## src/rtl/pswsq_defs.svh

```systemverilog
// constants for the status word sequencing and branch condition block
// assumes inclusion by bare name from the package and the main module
`ifndef PSWSQ_DEFS_SVH
`define PSWSQ_DEFS_SVH
`define PSWSQ_IA_W 24
`define PSWSQ_IA_LSB 40
`define PSWSQ_IA_MSB 63
`define PSWSQ_CC_LSB 34
`define PSWSQ_CC_MSB 35
`define PSWSQ_PSW_W 64
`define PSWSQ_IA_RESET 24'h000000
`define PSWSQ_CC_RESET 2'h0
`define PSWSQ_INC_HALF 24'h000002
`define PSWSQ_INC_TWO 24'h000004
`define PSWSQ_INC_THREE 24'h000006
`define PSWSQ_LEN_ONE 2'h0
`define PSWSQ_LEN_SS 2'h3
`define PSWSQ_CC_ZERO 2'h0
`define PSWSQ_CC_NEG 2'h1
`define PSWSQ_CC_POS 2'h2
`define PSWSQ_CC_OVF 2'h3
`define PSWSQ_CC_EQ 2'h0
`define PSWSQ_CC_LOW 2'h1
`define PSWSQ_CC_HIGH 2'h2
`define PSWSQ_MASK_NONE 4'h0
`define PSWSQ_MASK_ALL 4'hF
`define PSWSQ_NUM_GREGS 16
`define PSWSQ_GREG_AW 4
`endif

```

## src/rtl/pswsq_pkg.sv

```systemverilog
// types for the status word sequencing and branch condition block
// assumes the defs header is on the include path
`include "pswsq_defs.svh"
package pswsq_pkg;
    typedef enum logic [1:0] {
        PSWSQ_CC_NONE = 2'b00,
        PSWSQ_CC_ARITH = 2'b01,
        PSWSQ_CC_COMPARE = 2'b10
    } pswsq_ccsrc_e;
    typedef enum logic [1:0] {
        PSWSQ_BR_NONE = 2'b00,
        PSWSQ_BR_COND_RR = 2'b01,
        PSWSQ_BR_COND_RX = 2'b10,
        PSWSQ_BR_UNCOND = 2'b11
    } pswsq_br_e;
endpackage

```

## src/rtl/pswsq_core.sv

```systemverilog
// instruction address and condition code keeping with branch evaluation
// assumes fetch, alu and register writes come from logic on clk_sys_i
`timescale 1ns/100ps
`default_nettype none
// Summary of operation
// - next fetch address held in bits 40-63
// - status word kept internal, never addressable
// - each fetch advances address by its length
// - one-halfword instruction adds two bytes
// - op bits 0-1 pick 2/4/6; 11 gives 6
// - op bits 01 or 10 add four
// - taken branch overwrites sequential address with target
// - two-bit condition code in bits 34-35
// - code changes only on code-setting instructions
// - add/subtract: zero, negative, positive, overflow
// - code held until next code-setting instruction
// - compare gives equal/low/high, never 11
// - branch on condition in both formats
// - mask bits 8-11 map codes 0-3 leftwise
// - branch when mask bit of code set
// - mask 0000 never branches, except on the unconditional kind, which ignores the mask
// - mask 1111 always branches
`include "pswsq_defs.svh"
module pswsq_core
    import pswsq_pkg::*;
(
    input wire logic clk_sys_i,
    input wire logic reset_i,
    input wire logic fetch_i,
    input wire logic [7:0] fetch_opcode_i,
    input wire logic cc_update_i,
    input wire pswsq_ccsrc_e cc_src_i,
    input wire logic arith_zero_i,
    input wire logic arith_neg_i,
    input wire logic arith_ovf_i,
    input wire logic cmp_equal_i,
    input wire logic cmp_low_i,
    input wire logic branch_i,
    input wire pswsq_br_e branch_kind_i,
    input wire logic [3:0] branch_mask_field_i,
    input wire logic [3:0] target_register_field_i,
    input wire logic [`PSWSQ_IA_W-1:0] branch_addr_i,
    input wire logic greg_wr_i,
    input wire logic [3:0] greg_wr_addr_i,
    input wire logic [`PSWSQ_IA_W-1:0] greg_wr_data_i,
    output logic [`PSWSQ_IA_W-1:0] instr_addr_o,
    output logic [1:0] cond_code_o,
    output logic branch_taken_o,
    output logic busy_o
);
    function automatic logic [`PSWSQ_IA_W-1:0] len_incr(input logic [1:0] opb);
        if (opb == `PSWSQ_LEN_ONE) begin
            len_incr = `PSWSQ_INC_HALF;
        end else if (opb == `PSWSQ_LEN_SS) begin
            len_incr = `PSWSQ_INC_THREE;
        end else begin
            len_incr = `PSWSQ_INC_TWO;
        end
    endfunction

    function automatic logic mask_hit(input logic [3:0] m, input logic [1:0] cc);
        mask_hit = m[2'h3 - cc];
    endfunction

    // status word lives only here
    logic [`PSWSQ_PSW_W-1:0] program_status_word_r;
    logic [`PSWSQ_PSW_W-1:0] program_status_word_nxt;
    logic rr_pend_r;
    logic [3:0] rr_mask_r;
    logic [`PSWSQ_IA_W-1:0] greg_rd_data;
    wire logic [`PSWSQ_IA_W-1:0] ia_cur;
    wire logic [1:0] cc_cur;
    wire logic [`PSWSQ_IA_W-1:0] ia_seq;
    wire logic [1:0] arith_cc;
    wire logic [1:0] cmp_cc;
    wire logic [1:0] cc_new;
    wire logic cc_load;
    wire logic rx_take;
    wire logic rr_start;
    wire logic rr_take;
    wire logic [`PSWSQ_IA_W-1:0] ia_new;

    assign ia_cur = program_status_word_r[`PSWSQ_IA_MSB:`PSWSQ_IA_LSB];
    assign cc_cur = program_status_word_r[`PSWSQ_CC_MSB:`PSWSQ_CC_LSB];
    assign ia_seq = fetch_i ? ia_cur + len_incr(fetch_opcode_i[7:6]) : ia_cur;
    assign arith_cc = arith_ovf_i ? `PSWSQ_CC_OVF :
                      arith_zero_i ? `PSWSQ_CC_ZERO :
                      arith_neg_i ? `PSWSQ_CC_NEG : `PSWSQ_CC_POS;
    assign cmp_cc = cmp_equal_i ? `PSWSQ_CC_EQ :
                    cmp_low_i ? `PSWSQ_CC_LOW : `PSWSQ_CC_HIGH;
    assign cc_load = cc_update_i && (cc_src_i != PSWSQ_CC_NONE);
    assign cc_new = (cc_src_i == PSWSQ_CC_COMPARE) ? cmp_cc : arith_cc;
    assign rx_take = branch_i && !rr_pend_r &&
                     ((branch_kind_i == PSWSQ_BR_UNCOND) ||
                      ((branch_kind_i == PSWSQ_BR_COND_RX) &&
                       mask_hit(branch_mask_field_i, cc_cur)));
    assign rr_start = branch_i && !rr_pend_r && (branch_kind_i == PSWSQ_BR_COND_RR);
    assign rr_take = rr_pend_r && mask_hit(rr_mask_r, cc_cur);
    // target replaces sequential value, untaken keeps it
    assign ia_new = rr_take ? greg_rd_data : (rx_take ? branch_addr_i : ia_seq);

    always_comb begin
        program_status_word_nxt = program_status_word_r;
        program_status_word_nxt[`PSWSQ_IA_MSB:`PSWSQ_IA_LSB] = ia_new;
        if (cc_load) begin
            program_status_word_nxt[`PSWSQ_CC_MSB:`PSWSQ_CC_LSB] = cc_new;
        end
    end

    pswsq_greg_mem u_greg (
        .clk_sys_i(clk_sys_i),
        .wr_en_i(greg_wr_i),
        .wr_addr_i(greg_wr_addr_i),
        .wr_data_i(greg_wr_data_i),
        .rd_addr_i(target_register_field_i),
        .rd_data_o(greg_rd_data)
    );

    always_ff @(posedge clk_sys_i) begin
        if (reset_i) begin
            program_status_word_r <= {`PSWSQ_PSW_W{1'b0}};
            rr_pend_r <= 1'b0;
            rr_mask_r <= 4'h0;
        end else begin
            program_status_word_r <= program_status_word_nxt;
            rr_pend_r <= rr_start;
            rr_mask_r <= branch_mask_field_i;
        end
    end

    always_ff @(posedge clk_sys_i) begin
        if (reset_i) begin
            instr_addr_o <= `PSWSQ_IA_RESET;
            cond_code_o <= `PSWSQ_CC_RESET;
            branch_taken_o <= 1'b0;
            busy_o <= 1'b0;
        end else begin
            instr_addr_o <= ia_new;
            cond_code_o <= program_status_word_nxt[`PSWSQ_CC_MSB:`PSWSQ_CC_LSB];
            branch_taken_o <= rx_take || rr_take;
            busy_o <= rr_start;
        end
    end

    // sequential advance by length
    ss_advance_a: assert property (@(posedge clk_sys_i) disable iff (reset_i)
        fetch_i && fetch_opcode_i[7:6] == 2'b11 && !branch_i && !rr_pend_r
        |=> instr_addr_o == $past(ia_cur) + 24'h000006)
        else $error("six byte advance wrong");
    rr_advance_a: assert property (@(posedge clk_sys_i) disable iff (reset_i)
        fetch_i && fetch_opcode_i[7:6] == 2'b00 && !branch_i && !rr_pend_r
        |=> instr_addr_o == $past(ia_cur) + 24'h000002)
        else $error("two byte advance wrong");
    mid_advance_a: assert property (@(posedge clk_sys_i) disable iff (reset_i)
        fetch_i && (fetch_opcode_i[7:6] == 2'b01 || fetch_opcode_i[7:6] == 2'b10)
        && !branch_i && !rr_pend_r
        |=> instr_addr_o == $past(ia_cur) + 24'h000004)
        else $error("four byte advance wrong");
    rx_target_a: assert property (@(posedge clk_sys_i) disable iff (reset_i)
        branch_i && !rr_pend_r && branch_kind_i == PSWSQ_BR_COND_RX
        && branch_mask_field_i == 4'hF
        |=> branch_taken_o && instr_addr_o == $past(branch_addr_i))
        else $error("full mask did not branch");
    nop_mask_a: assert property (@(posedge clk_sys_i) disable iff (reset_i)
        branch_i && !rr_pend_r && branch_kind_i == PSWSQ_BR_COND_RX
        && branch_mask_field_i == 4'h0 |=> !branch_taken_o)
        else $error("empty mask branched");
    cc_hold_a: assert property (@(posedge clk_sys_i) disable iff (reset_i)
        !cc_update_i |=> cond_code_o == $past(cc_cur))
        else $error("condition code changed");
    cmp_code_a: assert property (@(posedge clk_sys_i) disable iff (reset_i)
        cc_update_i && cc_src_i == PSWSQ_CC_COMPARE |=> cond_code_o != 2'h3)
        else $error("compare gave code three");
    ovf_code_a: assert property (@(posedge clk_sys_i) disable iff (reset_i)
        cc_update_i && cc_src_i == PSWSQ_CC_ARITH && arith_ovf_i
        |=> cond_code_o == 2'h3)
        else $error("overflow code wrong");
    rr_branch_a: assert property (@(posedge clk_sys_i) disable iff (reset_i)
        rr_start |=> busy_o ##1 (branch_taken_o == $past(rr_take)))
        else $error("register branch sequence wrong");

    // address sequencing and override

    addr_hold_a: assert property (@(posedge clk_sys_i) disable iff (reset_i)
        !fetch_i && !branch_i && !rr_pend_r
        |=> instr_addr_o == $past(ia_cur))
        else $error("address moved without fetch");

    uncond_take_a: assert property (@(posedge clk_sys_i) disable iff (reset_i)
        branch_i && !rr_pend_r && branch_kind_i == PSWSQ_BR_UNCOND
        |=> branch_taken_o && instr_addr_o == $past(branch_addr_i))
        else $error("unconditional branch wrong");

    fetch_over_a: assert property (@(posedge clk_sys_i) disable iff (reset_i)
        branch_i && fetch_i && !rr_pend_r && branch_kind_i == PSWSQ_BR_COND_RX
        && branch_mask_field_i == 4'hF |=> instr_addr_o == $past(branch_addr_i))
        else $error("target did not replace advance");

    rx_keep_a: assert property (@(posedge clk_sys_i) disable iff (reset_i)
        branch_i && !rr_pend_r && branch_kind_i == PSWSQ_BR_COND_RX && !fetch_i
        && branch_mask_field_i == 4'h0 |=> instr_addr_o == $past(ia_cur))
        else $error("untaken branch moved address");

    rx_fetch_keep_a: assert property (@(posedge clk_sys_i) disable iff (reset_i)
        branch_i && !rr_pend_r && branch_kind_i == PSWSQ_BR_COND_RX && fetch_i
        && fetch_opcode_i[7:6] == 2'h0 && branch_mask_field_i == 4'h0 |=> instr_addr_o == $past(ia_cur) + 24'h000002)
        else $error("untaken branch lost advance");

    // condition code settings

    zero_code_a: assert property (@(posedge clk_sys_i) disable iff (reset_i)
        cc_update_i && cc_src_i == PSWSQ_CC_ARITH && !arith_ovf_i && arith_zero_i
        |=> cond_code_o == 2'h0)
        else $error("zero code wrong");

    neg_code_a: assert property (@(posedge clk_sys_i) disable iff (reset_i)
        cc_update_i && cc_src_i == PSWSQ_CC_ARITH && !arith_ovf_i && !arith_zero_i
        && arith_neg_i |=> cond_code_o == 2'h1)
        else $error("negative code wrong");

    pos_code_a: assert property (@(posedge clk_sys_i) disable iff (reset_i)
        cc_update_i && cc_src_i == PSWSQ_CC_ARITH && !arith_ovf_i && !arith_zero_i
        && !arith_neg_i |=> cond_code_o == 2'h2)
        else $error("positive code wrong");

    src3_code_a: assert property (@(posedge clk_sys_i) disable iff (reset_i)
        cc_update_i && arith_ovf_i && cc_src_i != PSWSQ_CC_NONE
        && cc_src_i != PSWSQ_CC_ARITH && cc_src_i != PSWSQ_CC_COMPARE |=> cond_code_o == 2'h3)
        else $error("source three code wrong");

    eq_code_a: assert property (@(posedge clk_sys_i) disable iff (reset_i)
        cc_update_i && cc_src_i == PSWSQ_CC_COMPARE && cmp_equal_i
        |=> cond_code_o == 2'h0)
        else $error("equal code wrong");

    low_code_a: assert property (@(posedge clk_sys_i) disable iff (reset_i)
        cc_update_i && cc_src_i == PSWSQ_CC_COMPARE && !cmp_equal_i && cmp_low_i
        |=> cond_code_o == 2'h1)
        else $error("low code wrong");

    high_code_a: assert property (@(posedge clk_sys_i) disable iff (reset_i)
        cc_update_i && cc_src_i == PSWSQ_CC_COMPARE && !cmp_equal_i && !cmp_low_i
        |=> cond_code_o == 2'h2)
        else $error("high code wrong");

    none_code_a: assert property (@(posedge clk_sys_i) disable iff (reset_i)
        cc_update_i && cc_src_i == PSWSQ_CC_NONE
        |=> cond_code_o == $past(cc_cur))
        else $error("code changed without source");

    code_keep_a: assert property (@(posedge clk_sys_i) disable iff (reset_i)
        $changed(cond_code_o)
        |-> $past(cc_update_i))
        else $error("code changed without update");

    // mask evaluation

    code0_mask_a: assert property (@(posedge clk_sys_i) disable iff (reset_i)
        branch_i && !rr_pend_r && branch_kind_i == PSWSQ_BR_COND_RX
        && branch_mask_field_i == 4'h8 |=> branch_taken_o == ($past(cc_cur) == 2'h0))
        else $error("mask for code zero wrong");

    code1_mask_a: assert property (@(posedge clk_sys_i) disable iff (reset_i)
        branch_i && !rr_pend_r && branch_kind_i == PSWSQ_BR_COND_RX
        && branch_mask_field_i == 4'h4 |=> branch_taken_o == ($past(cc_cur) == 2'h1))
        else $error("mask for code one wrong");

    code2_mask_a: assert property (@(posedge clk_sys_i) disable iff (reset_i)
        branch_i && !rr_pend_r && branch_kind_i == PSWSQ_BR_COND_RX
        && branch_mask_field_i == 4'h2 |=> branch_taken_o == ($past(cc_cur) == 2'h2))
        else $error("mask for code two wrong");

    code3_mask_a: assert property (@(posedge clk_sys_i) disable iff (reset_i)
        branch_i && !rr_pend_r && branch_kind_i == PSWSQ_BR_COND_RX
        && branch_mask_field_i == 4'h1 |=> branch_taken_o == ($past(cc_cur) == 2'h3))
        else $error("mask for code three wrong");

    pair_mask_a: assert property (@(posedge clk_sys_i) disable iff (reset_i)
        branch_i && !rr_pend_r && branch_kind_i == PSWSQ_BR_COND_RX && branch_mask_field_i == 4'hA
        |=> branch_taken_o == ($past(cc_cur) == 2'h0 || $past(cc_cur) == 2'h2))
        else $error("two bit mask wrong");

    // register form and pulses

    rr_nop_a: assert property (@(posedge clk_sys_i) disable iff (reset_i)
        rr_pend_r && rr_mask_r == 4'h0
        |=> !branch_taken_o)
        else $error("empty register mask branched");

    rr_full_a: assert property (@(posedge clk_sys_i) disable iff (reset_i)
        rr_pend_r && rr_mask_r == 4'hF
        |=> branch_taken_o && instr_addr_o == $past(greg_rd_data))
        else $error("full register mask did not branch");

    rr_keep_a: assert property (@(posedge clk_sys_i) disable iff (reset_i)
        rr_pend_r && rr_mask_r == 4'h0 && !fetch_i
        |=> instr_addr_o == $past(ia_cur))
        else $error("untaken register branch moved address");

    busy_pulse_a: assert property (@(posedge clk_sys_i) disable iff (reset_i)
        busy_o
        |=> !busy_o)
        else $error("busy longer than one cycle");

    idle_branch_a: assert property (@(posedge clk_sys_i) disable iff (reset_i)
        !branch_i && !rr_pend_r
        |=> !branch_taken_o)
        else $error("branch without request");
endmodule
`default_nettype wire

```

## src/rtl/pswsq_greg_mem.sv

```systemverilog
// general register copy, sixteen words of 24 address bits
// assumes writes from the execution path on the same clock
`timescale 1ns/100ps
`default_nettype none
`include "pswsq_defs.svh"
module pswsq_greg_mem (
    input wire logic clk_sys_i,
    input wire logic wr_en_i,
    input wire logic [`PSWSQ_GREG_AW-1:0] wr_addr_i,
    input wire logic [`PSWSQ_IA_W-1:0] wr_data_i,
    input wire logic [`PSWSQ_GREG_AW-1:0] rd_addr_i,
    output logic [`PSWSQ_IA_W-1:0] rd_data_o
);
    logic [`PSWSQ_IA_W-1:0] mem_r [0:`PSWSQ_NUM_GREGS-1];
    always_ff @(posedge clk_sys_i) begin
        if (wr_en_i) begin
            mem_r[wr_addr_i] <= wr_data_i;
        end
        rd_data_o <= mem_r[rd_addr_i];
    end
endmodule
`default_nettype wire

```

## config.mk

```make
export PLATFORM = sky130hd
export DESIGN_NAME = pswsq_core
export DESIGN_NICKNAME = d
export VERILOG_FILES = /design/src/rtl/pswsq_pkg.sv /design/src/rtl/pswsq_core.sv /design/src/rtl/pswsq_greg_mem.sv
export VERILOG_INCLUDE_DIRS = /design/src /design/src/rtl
export SDC_FILE = /design/constraint.sdc
export NUM_CORES = 1
export LEC_CHECK = 0
export ABC_CLOCK_PERIOD_IN_PS = 6070
export BUFFER_PORTS_ARGS = -buffer_cell sky130_fd_sc_hd__buf_2
export CAP_MARGIN = 25
export CORE_MARGIN = 10
export CORE_UTILIZATION = 35
export DETAILED_ROUTE_END_ITERATION = 7
export PLACE_DENSITY = 0.61
export RECOVER_POWER = 25
export SYNTH_ARGS = -nofsm -noshare
export SYNTH_HDL_FRONTEND = slang
export SYNTH_SLANG_ARGS = --single-unit
```

## constraint.sdc

```tcl
create_clock -name clk_sys_i -period 6.07 [get_ports clk_sys_i]
set_clock_uncertainty 0.05 [all_clocks]
set_input_delay 1.214 -clock clk_sys_i [delete_from_list [all_inputs] [get_ports clk_sys_i]]
set_output_delay 1.214 -clock clk_sys_i [all_outputs]
set_load 0.005 [all_outputs]
```

==> results of run 1 <==
critical path, cell delays in order:
cell	delay (ns)
buf_2	0.08
inv_1	0.03
ha_1	0.28
inv_1	0.06
ha_1	0.16
inv_1	0.06
fa_1	0.45
nand4b_1	0.21
nor4_1	0.84
nand4_1	0.21
xor2_1	0.18
o211ai_1	0.14
stage by stage:
step	std cells	area [µm²]
4_1_cts	1593	20000
3_3_place_gp	1503	18200
2_1_floorplan	816	16900
3_5_place_dp	1515	18500
6_report	1593	19900
5_1_grt	1593	19900
cell families (layout without fill, tap and decap cells):
kind of cell    count (synthesis)  count (layout)  synth area share
xor+xnor                       18              18           0.00933
compound gates                 55              55            0.0224
mux                           123             123             0.163
simple gates                  125             125            0.0413
buf+inv                        51             213            0.0120
flops                         440             440             0.749
fa+ha+maj                       4               4           0.00341
path summary, 6_finish.rpt:
check                                  from                   endpoint  slack [ns]  depth (start not counted)
setup / recovery          fetch_opcode_i[6]  program_status_word_r[63]        2.55                         12
hold / removal          u_greg.rd_data_o[4]  program_status_word_r[44]        0.39                          2
setup reg to reg  program_status_word_r[41]  program_status_word_r[63]        3.29                          8
hold reg to reg         u_greg.rd_data_o[4]  program_status_word_r[44]        0.39                          2
sequential cells by signal, indices dropped and copies added (netlist names):
register	cells
rr_mask_r	4
busy_o	1
program_status_word_r	26
u_greg.rd_data_o	24
branch_taken_o	1
u_greg.mem_r	384
routing by layer:
metal	part of all wire	track usage	vias to the layer above
li1	-	-	3662
met3	0.077	0.0340	53
met1	0.46	0.195	4443
met4	0.014	0.0276	8
met5	0.0014	0	-
met2	0.45	0.204	282
cells in the mapped netlist, types with 8 or more instances:
master | count | area (µm²)
clkbuf_1 | 31 | 116
mux4_2 | 121 | 2730
o211ai_1 | 8 | 60.1
nand3_1 | 9 | 45.0
buf_2 | 8 | 40.0
nand2_1 | 19 | 71.3
nor2_1 | 32 | 120
inv_1 | 9 | 33.8
a21oi_1 | 12 | 60.1
dfxtp_1 | 56 | 1120
nor3_1 | 9 | 45.0
edfxtp_1 | 384 | 11500
xnor2_1 | 13 | 114
nand4_1 | 9 | 56.3
nand3b_1 | 13 | 97.6
layout make-up:
| cell class | instances | area, µm² |
|---|---|---|
| tap | 615 | 769 |
| timing repair buffer | 126 | 897 |
| clock inverter | 18 | 229 |
| multi-input combinational | 325 | 4160 |
| fill | 4143 | 27800 |
| inverter | 9 | 33.8 |
| sequential | 440 | 12700 |
| clock buffer | 60 | 1190 |
power by group through the flow:
| stage | combinational [mW] | clock (mW) | sequential [mW] |
|---|---|---|---|
| floorplan | 0.211 | 0 | 3.46 |
| detailed placement | 0.368 | 0 | 3.48 |
| finish | 0.362 | 2.68 | 3.42 |
| CTS | 0.369 | 2.74 | 3.42 |
| global route | 0.396 | 2.88 | 3.42 |
| global placement | 0.352 | 0 | 3.48 |
==> results_dict.tcl, run 1 <==
set metrics [dict create \
    outcome "finished clean" \
    pwr-share-comb 0.056 \
    hold_class "reg -> reg" \
    cts_tree "yes" \
    whs_ns 0.393 \
    crit_type "in -> reg" \
    timing.slew.headroom 0.349 \
    cts-resized-gates 0 \
    synthFlopType "edfxtp_1" \
    synth-edff-count 384 \
    dr.first_iter.drc_count 812 \
    hpwl_um 22900 \
    antenna_found_initial 6 \
    area_growth_pct 18.0 \
    die_area_mm2 0.0574 \
    fin_nets 1033 \
    power.leakage_nw 6.34 \
    setup_viol 0 \
    fp-row-count 80 \
    finalPower_mw 6.46 \
    ctsHoldBuffers 0 \
    tns_ns 0 \
    synth.distinct_cells 51 \
    num_vias 8448 \
    async_flop_share 0 \
    htreeDepth 2 \
    cts_root_buf "clkbuf_16" \
    worstSetupStartpointType "primary input" \
    hold_violations 0 \
    grt_max_degree 59 \
    crit_fanout 4 \
    period_needed_ns 3.52 \
    initial_utilization 0.354 \
    power_density_mw_per_mm2 324 \
    setup_ws_ns 2.55 \
    cap_viol_max_count 0 \
    numCtsBuffers 44 \
    gr-total-overflow 0 \
    core_mm2 0.0477 \
    pwr-share-seq 0.529 \
    clock_sinks 440 \
    cts_buffer_depth 3 \
    numPortBuffers 104 \
    fmax_mhz 284 \
    drc 0 \
    grtUsageTotal 0.135 \
    critPathCaptureType "flop" \
    grt_pass1_vias 8940 \
    worst_ep_required_time_ns 6.48 \
    slew_violations 0 \
    clk_latency_ns 0.55 \
    die_h_um 240 \
    chipWidth_um 240 \
    period_share 0.579 \
    ant_nets 0 \
    cts_setup_buffers 0 \
    syn_nets 903 \
    synth_area_mm2 0.0169 \
    final_cell_mix "edfxtp_1 (384), mux4_2 (121), buf_2 (86)" \
    drive_gt1_frac 0.321 \
    synthCells 816 \
    p_int_mw 5.13 \
    worstMarginPinSlew_ns 0.972 \
    yosys_warnings 0 \
    ys_ff_latch 440 \
    clkPwrFrac 0.415 \
    place_ws_ns 2.03 \
    antennaDiodeCount 0 \
    switchingPower_mw 1.34 \
    grt_pass1_wl_um 58000 \
    ios 111 \
    ir_worst_vdd_uv 190 \
    place_congestion 0.795 \
    syn_area_per_cell_um2 20.7 \
    ys_seq_area_frac 0.749 \
    path_clk_slew_ns 0.06 \
    drt_wl_total_um 38800 \
    swShare 0.207 \
    final_util 0.418 \
    grt_setup_unrepaired "false" \
    routed_via_density 5.30 \
    first_pass_iters 5 \
    wl_per_cell_um 24.3 \
    final_common_cell "edfxtp_1" \
    arrival_ns 3.92 \
]
(Power assumes the default switching activity.)
==> inputs of run 2 (changes only) <==
--- a/config.mk
+++ b/config.mk
@@ -6,7 +6,7 @@
 export SDC_FILE = /design/constraint.sdc
 export NUM_CORES = 1
 export LEC_CHECK = 0
-export ABC_CLOCK_PERIOD_IN_PS = 6070
+export ABC_CLOCK_PERIOD_IN_PS = 3310
 export BUFFER_PORTS_ARGS = -buffer_cell sky130_fd_sc_hd__buf_2
 export CAP_MARGIN = 25
 export CORE_MARGIN = 10
==> constraint.sdc (replaced) <==
create_clock -name clk_sys_i -period 3.31 [get_ports clk_sys_i]
set_clock_uncertainty 0.05 [all_clocks]
set_input_delay 0.662 -clock clk_sys_i [delete_from_list [all_inputs] [get_ports clk_sys_i]]
set_output_delay 0.662 -clock clk_sys_i [all_outputs]
set_load 0.005 [all_outputs]
==> results_dict.tcl, run 2 (synthesis gave the netlist of run 1 again) <==
set metrics [dict create \
    period_needed_ns 2.52 \
    antenna_found_initial 4 \
    cp_top_family "adder cells" \
    clock_sinks 440 \
    numCtsBuffers 46 \
    power.leakage_nw 6.43 \
    cts_setup_buffers 0 \
    grt_pass1_wl_um 58400 \
    stdcell_area_mm2 0.0200 \
    area_growth_pct 18.5 \
    final_common_cell "edfxtp_1" \
    ios 111 \
    largest_register "u_greg.mem_r" \
    die_area_mm2 0.0574 \
    grt_max_degree 39 \
    crit_fanout 4 \
    crit_type "in -> reg" \
    hpwl_um 22500 \
    first_pass_iters 5 \
    worstPathBufferInverterCount 4 \
    chipWidth_um 240 \
    place_congestion 0.835 \
    clk_latency_ns 0.57 \
    hold_violations 0 \
    cp_slowest_stage_delay_ns 0.46 \
    arrival_ns 2.88 \
    largest_register_ff_count 384 \
    worstSetupStartpointType "primary input" \
    final_cell_mix "edfxtp_1 (384), mux4_2 (121), buf_2 (83)" \
    tns_ns 0 \
    period_share 0.762 \
    numPortBuffers 104 \
    critPathSlowestCell "fa_1" \
    dr.first_iter.drc_count 828 \
    drc 0 \
    path_clk_slew_ns 0.06 \
    timing.slew.headroom 0.356 \
    ir_worst_vdd_uv 364 \
    crit_chain "buf_2, inv_1, ha_1, inv_1, ha_1, inv_1, fa_1, and4b_1, nand4_1, nor3_1, xnor2_1, o22ai_1" \
    largestRegisters "u_greg.mem_r x384, program_status_word_r x26, u_greg.rd_data_o x24" \
    power_density_mw_per_mm2 611 \
    cts-resized-gates 0 \
    routed_via_density 5.28 \
    fmax_mhz 397 \
    cts_root_buf "clkbuf_16" \
    initial_utilization 0.354 \
    num_vias 8501 \
    drive_gt1_frac 0.331 \
    fin_nets 1044 \
    grtUsageTotal 0.137 \
    critPathCaptureType "flop" \
    htreeDepth 2 \
    core_mm2 0.0477 \
    cap_viol_max_count 0 \
    ant_nets 0 \
    die_h_um 240 \
    worst_ep_required_time_ns 3.67 \
    ctsHoldBuffers 0 \
    slew_violations 0 \
    wl_per_cell_um 24.4 \
    gr-total-overflow 0 \
    hold_class "in -> reg" \
    cts_buffer_depth 3 \
    fp-row-count 80 \
    drt_wl_total_um 39300 \
    grt_pass1_vias 8998 \
    setup_viol 0 \
    grt_setup_unrepaired "false" \
    cp_common_cell "inv_1" \
    worstMarginPinSlew_ns 0.965 \
    cts_tree "yes" \
    outcome "finished clean" \
    placed_area_mm2 0.0185 \
    whs_ns 0.307 \
]
run 2: final timing paths:
check	slack, ns	startpoint	to	depth (start not counted)
min	0.31	branch_mask_field_i[2]	rr_mask_r[2]	2
min reg2reg	0.39	u_greg.rd_data_o[4]	program_status_word_r[44]	2
max reg2reg	0.91	program_status_word_r[35]	program_status_word_r[43]	6
max	0.79	fetch_opcode_i[6]	program_status_word_r[53]	12
run 2: through the flow:
stage,instances,util,setup slack [ns],power [mW]
6_report,1611,0.419,0.789,12.2
5_1_grt,1609,0.419,0.634,12.6
4_1_cts,1609,0.420,0.837,12.4
3_5_place_dp,1524,0.387,0.270,7.07
3_3_place_gp,1524,0.387,0.293,7.05
2_1_floorplan,816,-,0.282,6.74
run 2: layout make-up:
| cell class | instances | area (µm²) |
|---|---|---|
| fill | 4151 | 27700 |
| sequential | 440 | 12700 |
| multi-input combinational | 325 | 4170 |
| clock buffer | 59 | 1260 |
| timing repair buffer | 135 | 826 |
| tap | 615 | 769 |
| clock inverter | 26 | 305 |
| inverter | 9 | 33.8 |
| antenna | 2 | 5.00 |
run 2: metal layers:
metal	up-vias	share of wire	GRT usage
li1	3689	-	-
met1	4443	0.45	0.196
met2	309	0.45	0.207
met3	54	0.078	0.0310
met4	6	0.017	0.0340
met5	-	0.00087	0
run 2: where the power goes:
part	internal, mW	total (mW)	leakage [nW]	switching (mW)
Sequential	6.19	6.27	3.93	0.0797
Clock	3.18	5.28	0.767	2.11
Combinational	0.309	0.674	1.73	0.365
Total	9.68	12.2	6.43	2.55
==> inputs of run 3 (changes only) <==
--- a/config.mk
+++ b/config.mk
@@ -6,7 +6,7 @@
 export SDC_FILE = /design/constraint.sdc
 export NUM_CORES = 1
 export LEC_CHECK = 0
-export ABC_CLOCK_PERIOD_IN_PS = 3310
+export ABC_CLOCK_PERIOD_IN_PS = 2500
 export BUFFER_PORTS_ARGS = -buffer_cell sky130_fd_sc_hd__buf_2
 export CAP_MARGIN = 25
 export CORE_MARGIN = 10
==> constraint.sdc (replaced) <==
create_clock -name clk_sys_i -period 2.5 [get_ports clk_sys_i]
set_clock_uncertainty 0.05 [all_clocks]
set_input_delay 0.5 -clock clk_sys_i [delete_from_list [all_inputs] [get_ports clk_sys_i]]
set_output_delay 0.5 -clock clk_sys_i [all_outputs]
set_load 0.005 [all_outputs]
==> results_dict.tcl, run 3 (synthesis gave the netlist of run 1 again) <==
set metrics [dict create \
    holdPathEnd "rr_mask_r[2]" \
    startpoint "fetch_opcode_i[6]" \
    switchingPower_mw 3.28 \
    crit_type "in -> reg" \
    die_area_mm2 0.0574 \
    outcome "finished clean" \
    die_h_um 240 \
    critPathSlowestCell "fa_1" \
    worstMarginPinSlew_ns 0.645 \
    drive_gt1_frac 0.345 \
    worst_ep_required_time_ns 2.91 \
    clock_sinks 440 \
    largestRegisters "u_greg.mem_r x384, program_status_word_r x26, u_greg.rd_data_o x24" \
    grt_pass1_vias 9033 \
    cap_viol_max_count 0 \
    arrival_ns 2.66 \
    p_int_mw 12.6 \
    grt_setup_unrepaired "false" \
    power.leakage_nw 6.55 \
    place_congestion 0.822 \
    worstSetupStartpointType "primary input" \
    drc 0 \
    chipWidth_um 240 \
    final_cell_mix "edfxtp_1 (384), mux4_2 (121), buf_2 (85)" \
    dr.first_iter.drc_count 818 \
    initial_utilization 0.354 \
    cts_tree "yes" \
    regArea_mm2 0.0127 \
    cts_root_buf "clkbuf_16" \
    clk_latency_ns 0.54 \
    whs_ns 0.149 \
    holdCritStartpoint "branch_mask_field_i[2]" \
    reg2reg_slack_ns 0.27 \
    drt_wl_total_um 39600 \
    antenna_found_initial 4 \
    pwr-share-seq 0.523 \
    numPortBuffers 104 \
    r2r_end "program_status_word_r[63]" \
    period_needed_ns 2.25 \
    placed_area_mm2 0.0189 \
    cp_common_cell "inv_1" \
    swShare 0.207 \
    stdcell_area_mm2 0.0203 \
    cts-resized-gates 0 \
    pwr-share-comb 0.059 \
    ctsHoldBuffers 0 \
    setup_viol 0 \
    hold_class "in -> reg" \
    grt_pass1_wl_um 58300 \
    power_density_mw_per_mm2 780 \
    rr_worst_depth 8 \
    fin_nets 1060 \
    path_clk_slew_ns 0.06 \
    ant_nets 0 \
    fp-row-count 80 \
    cts_buffer_depth 3 \
    grt_max_degree 39 \
    final_common_cell "edfxtp_1" \
    multi_input_area_mm2 0.00421 \
    hpwl_um 22100 \
    grtUsageTotal 0.137 \
    htreeDepth 2 \
    gr-total-overflow 0 \
    largest_register_ff_count 384 \
    clkPwrFrac 0.418 \
    period_share 0.899 \
    r2r_start "program_status_word_r[41]" \
    slew_violations 0 \
    cp_slowest_stage_delay_ns 0.43 \
    numCtsBuffers 45 \
    crit_fanout 4 \
    wl_per_cell_um 24.3 \
    routed_via_density 5.28 \
    first_pass_iters 5 \
    cts_setup_buffers 0 \
    area_growth_pct 20.3 \
    critPathCaptureType "flop" \
    timing.slew.headroom 0.570 \
    crit_chain "buf_2, inv_1, ha_1, inv_1, ha_1, inv_1, fa_1, nand4b_1, nor4_4, nand4_1, xor2_1, o211ai_1" \
    hold_violations 0 \
    core_mm2 0.0477 \
    hold_depth 2 \
    fillers 4121 \
    ios 111 \
    fmax_mhz 445 \
    num_vias 8586 \
    largest_register "u_greg.mem_r" \
    ir_worst_vdd_uv 437 \
]
-- run 3: metal layers --
metal,track usage,wire (µm),vias up
met5,0,23,-
met4,0.0320,569,4
met3,0.0294,2810,53
met2,0.214,18400,268
met1,0.192,17700,4536
li1,-,-,3725
-- run 3: cell type report --
| class | instances | share of cell area |
|---|---|---|
| timing repair buffer | 152 | 0.0581 |
| clock buffer | 62 | 0.0620 |
| inverter | 9 | 0.00166 |
| clock inverter | 21 | 0.0103 |
| multi-input combinational | 325 | 0.207 |
| tap | 615 | 0.0379 |
| antenna | 2 | 0.000246 |
| sequential | 440 | 0.623 |
-- run 3: critical path: cells and delay by family --
| kind | cells | cell delay [ns] |
|---|---|---|
| XOR/XNOR | 1 | 0.17 |
| AND/OR/NAND/NOR | 3 | 0.73 |
| adder cells (fa/ha/maj) | 3 | 0.87 |
| buffers and inverters | 4 | 0.22 |
| AO/OA/AOI/OAI | 1 | 0.17 |
-- run 3: worst max-delay path by stage --
stage	end	cells after the start	slack, ns
finish	program_status_word_r[63]	12	0.25
global route	program_status_word_r[63]	12	0.14
CTS	program_status_word_r[63]	8	0.26
detailed placement	program_status_word_r[63]	12	-0.30
global placement	program_status_word_r[63]	12	-0.21
floorplan	u_greg.mem_r[1][0]	2	-0.01
-- run 3: power by group through the flow --
stage	clock network [mW]	logic, mW	registers (mW)
final	6.63	0.934	8.30
after detailed placement	0	0.949	8.45
after global placement	0	0.936	8.44
after CTS	6.77	0.953	8.30
after floorplan	0	0.512	8.41
after global routing	7.10	1.01	8.31
-- run 3: metrics by stage --
| stage | cells | power, mW | setup TNS [ns] | setup slack [ns] | util |
|---|---|---|---|---|---|
| after global routing | 1624 | 16.4 | 0 | 0.139 | 0.425 |
| after floorplan | 816 | 8.92 | -0.825 | -0.0115 | - |
| after CTS | 1624 | 16.0 | 0 | 0.261 | 0.426 |
| after global placement | 1541 | 9.38 | -1.11 | -0.213 | 0.395 |
| after detailed placement | 1541 | 9.40 | -1.31 | -0.301 | 0.395 |
| final | 1626 | 15.9 | 0 | 0.252 | 0.426 |
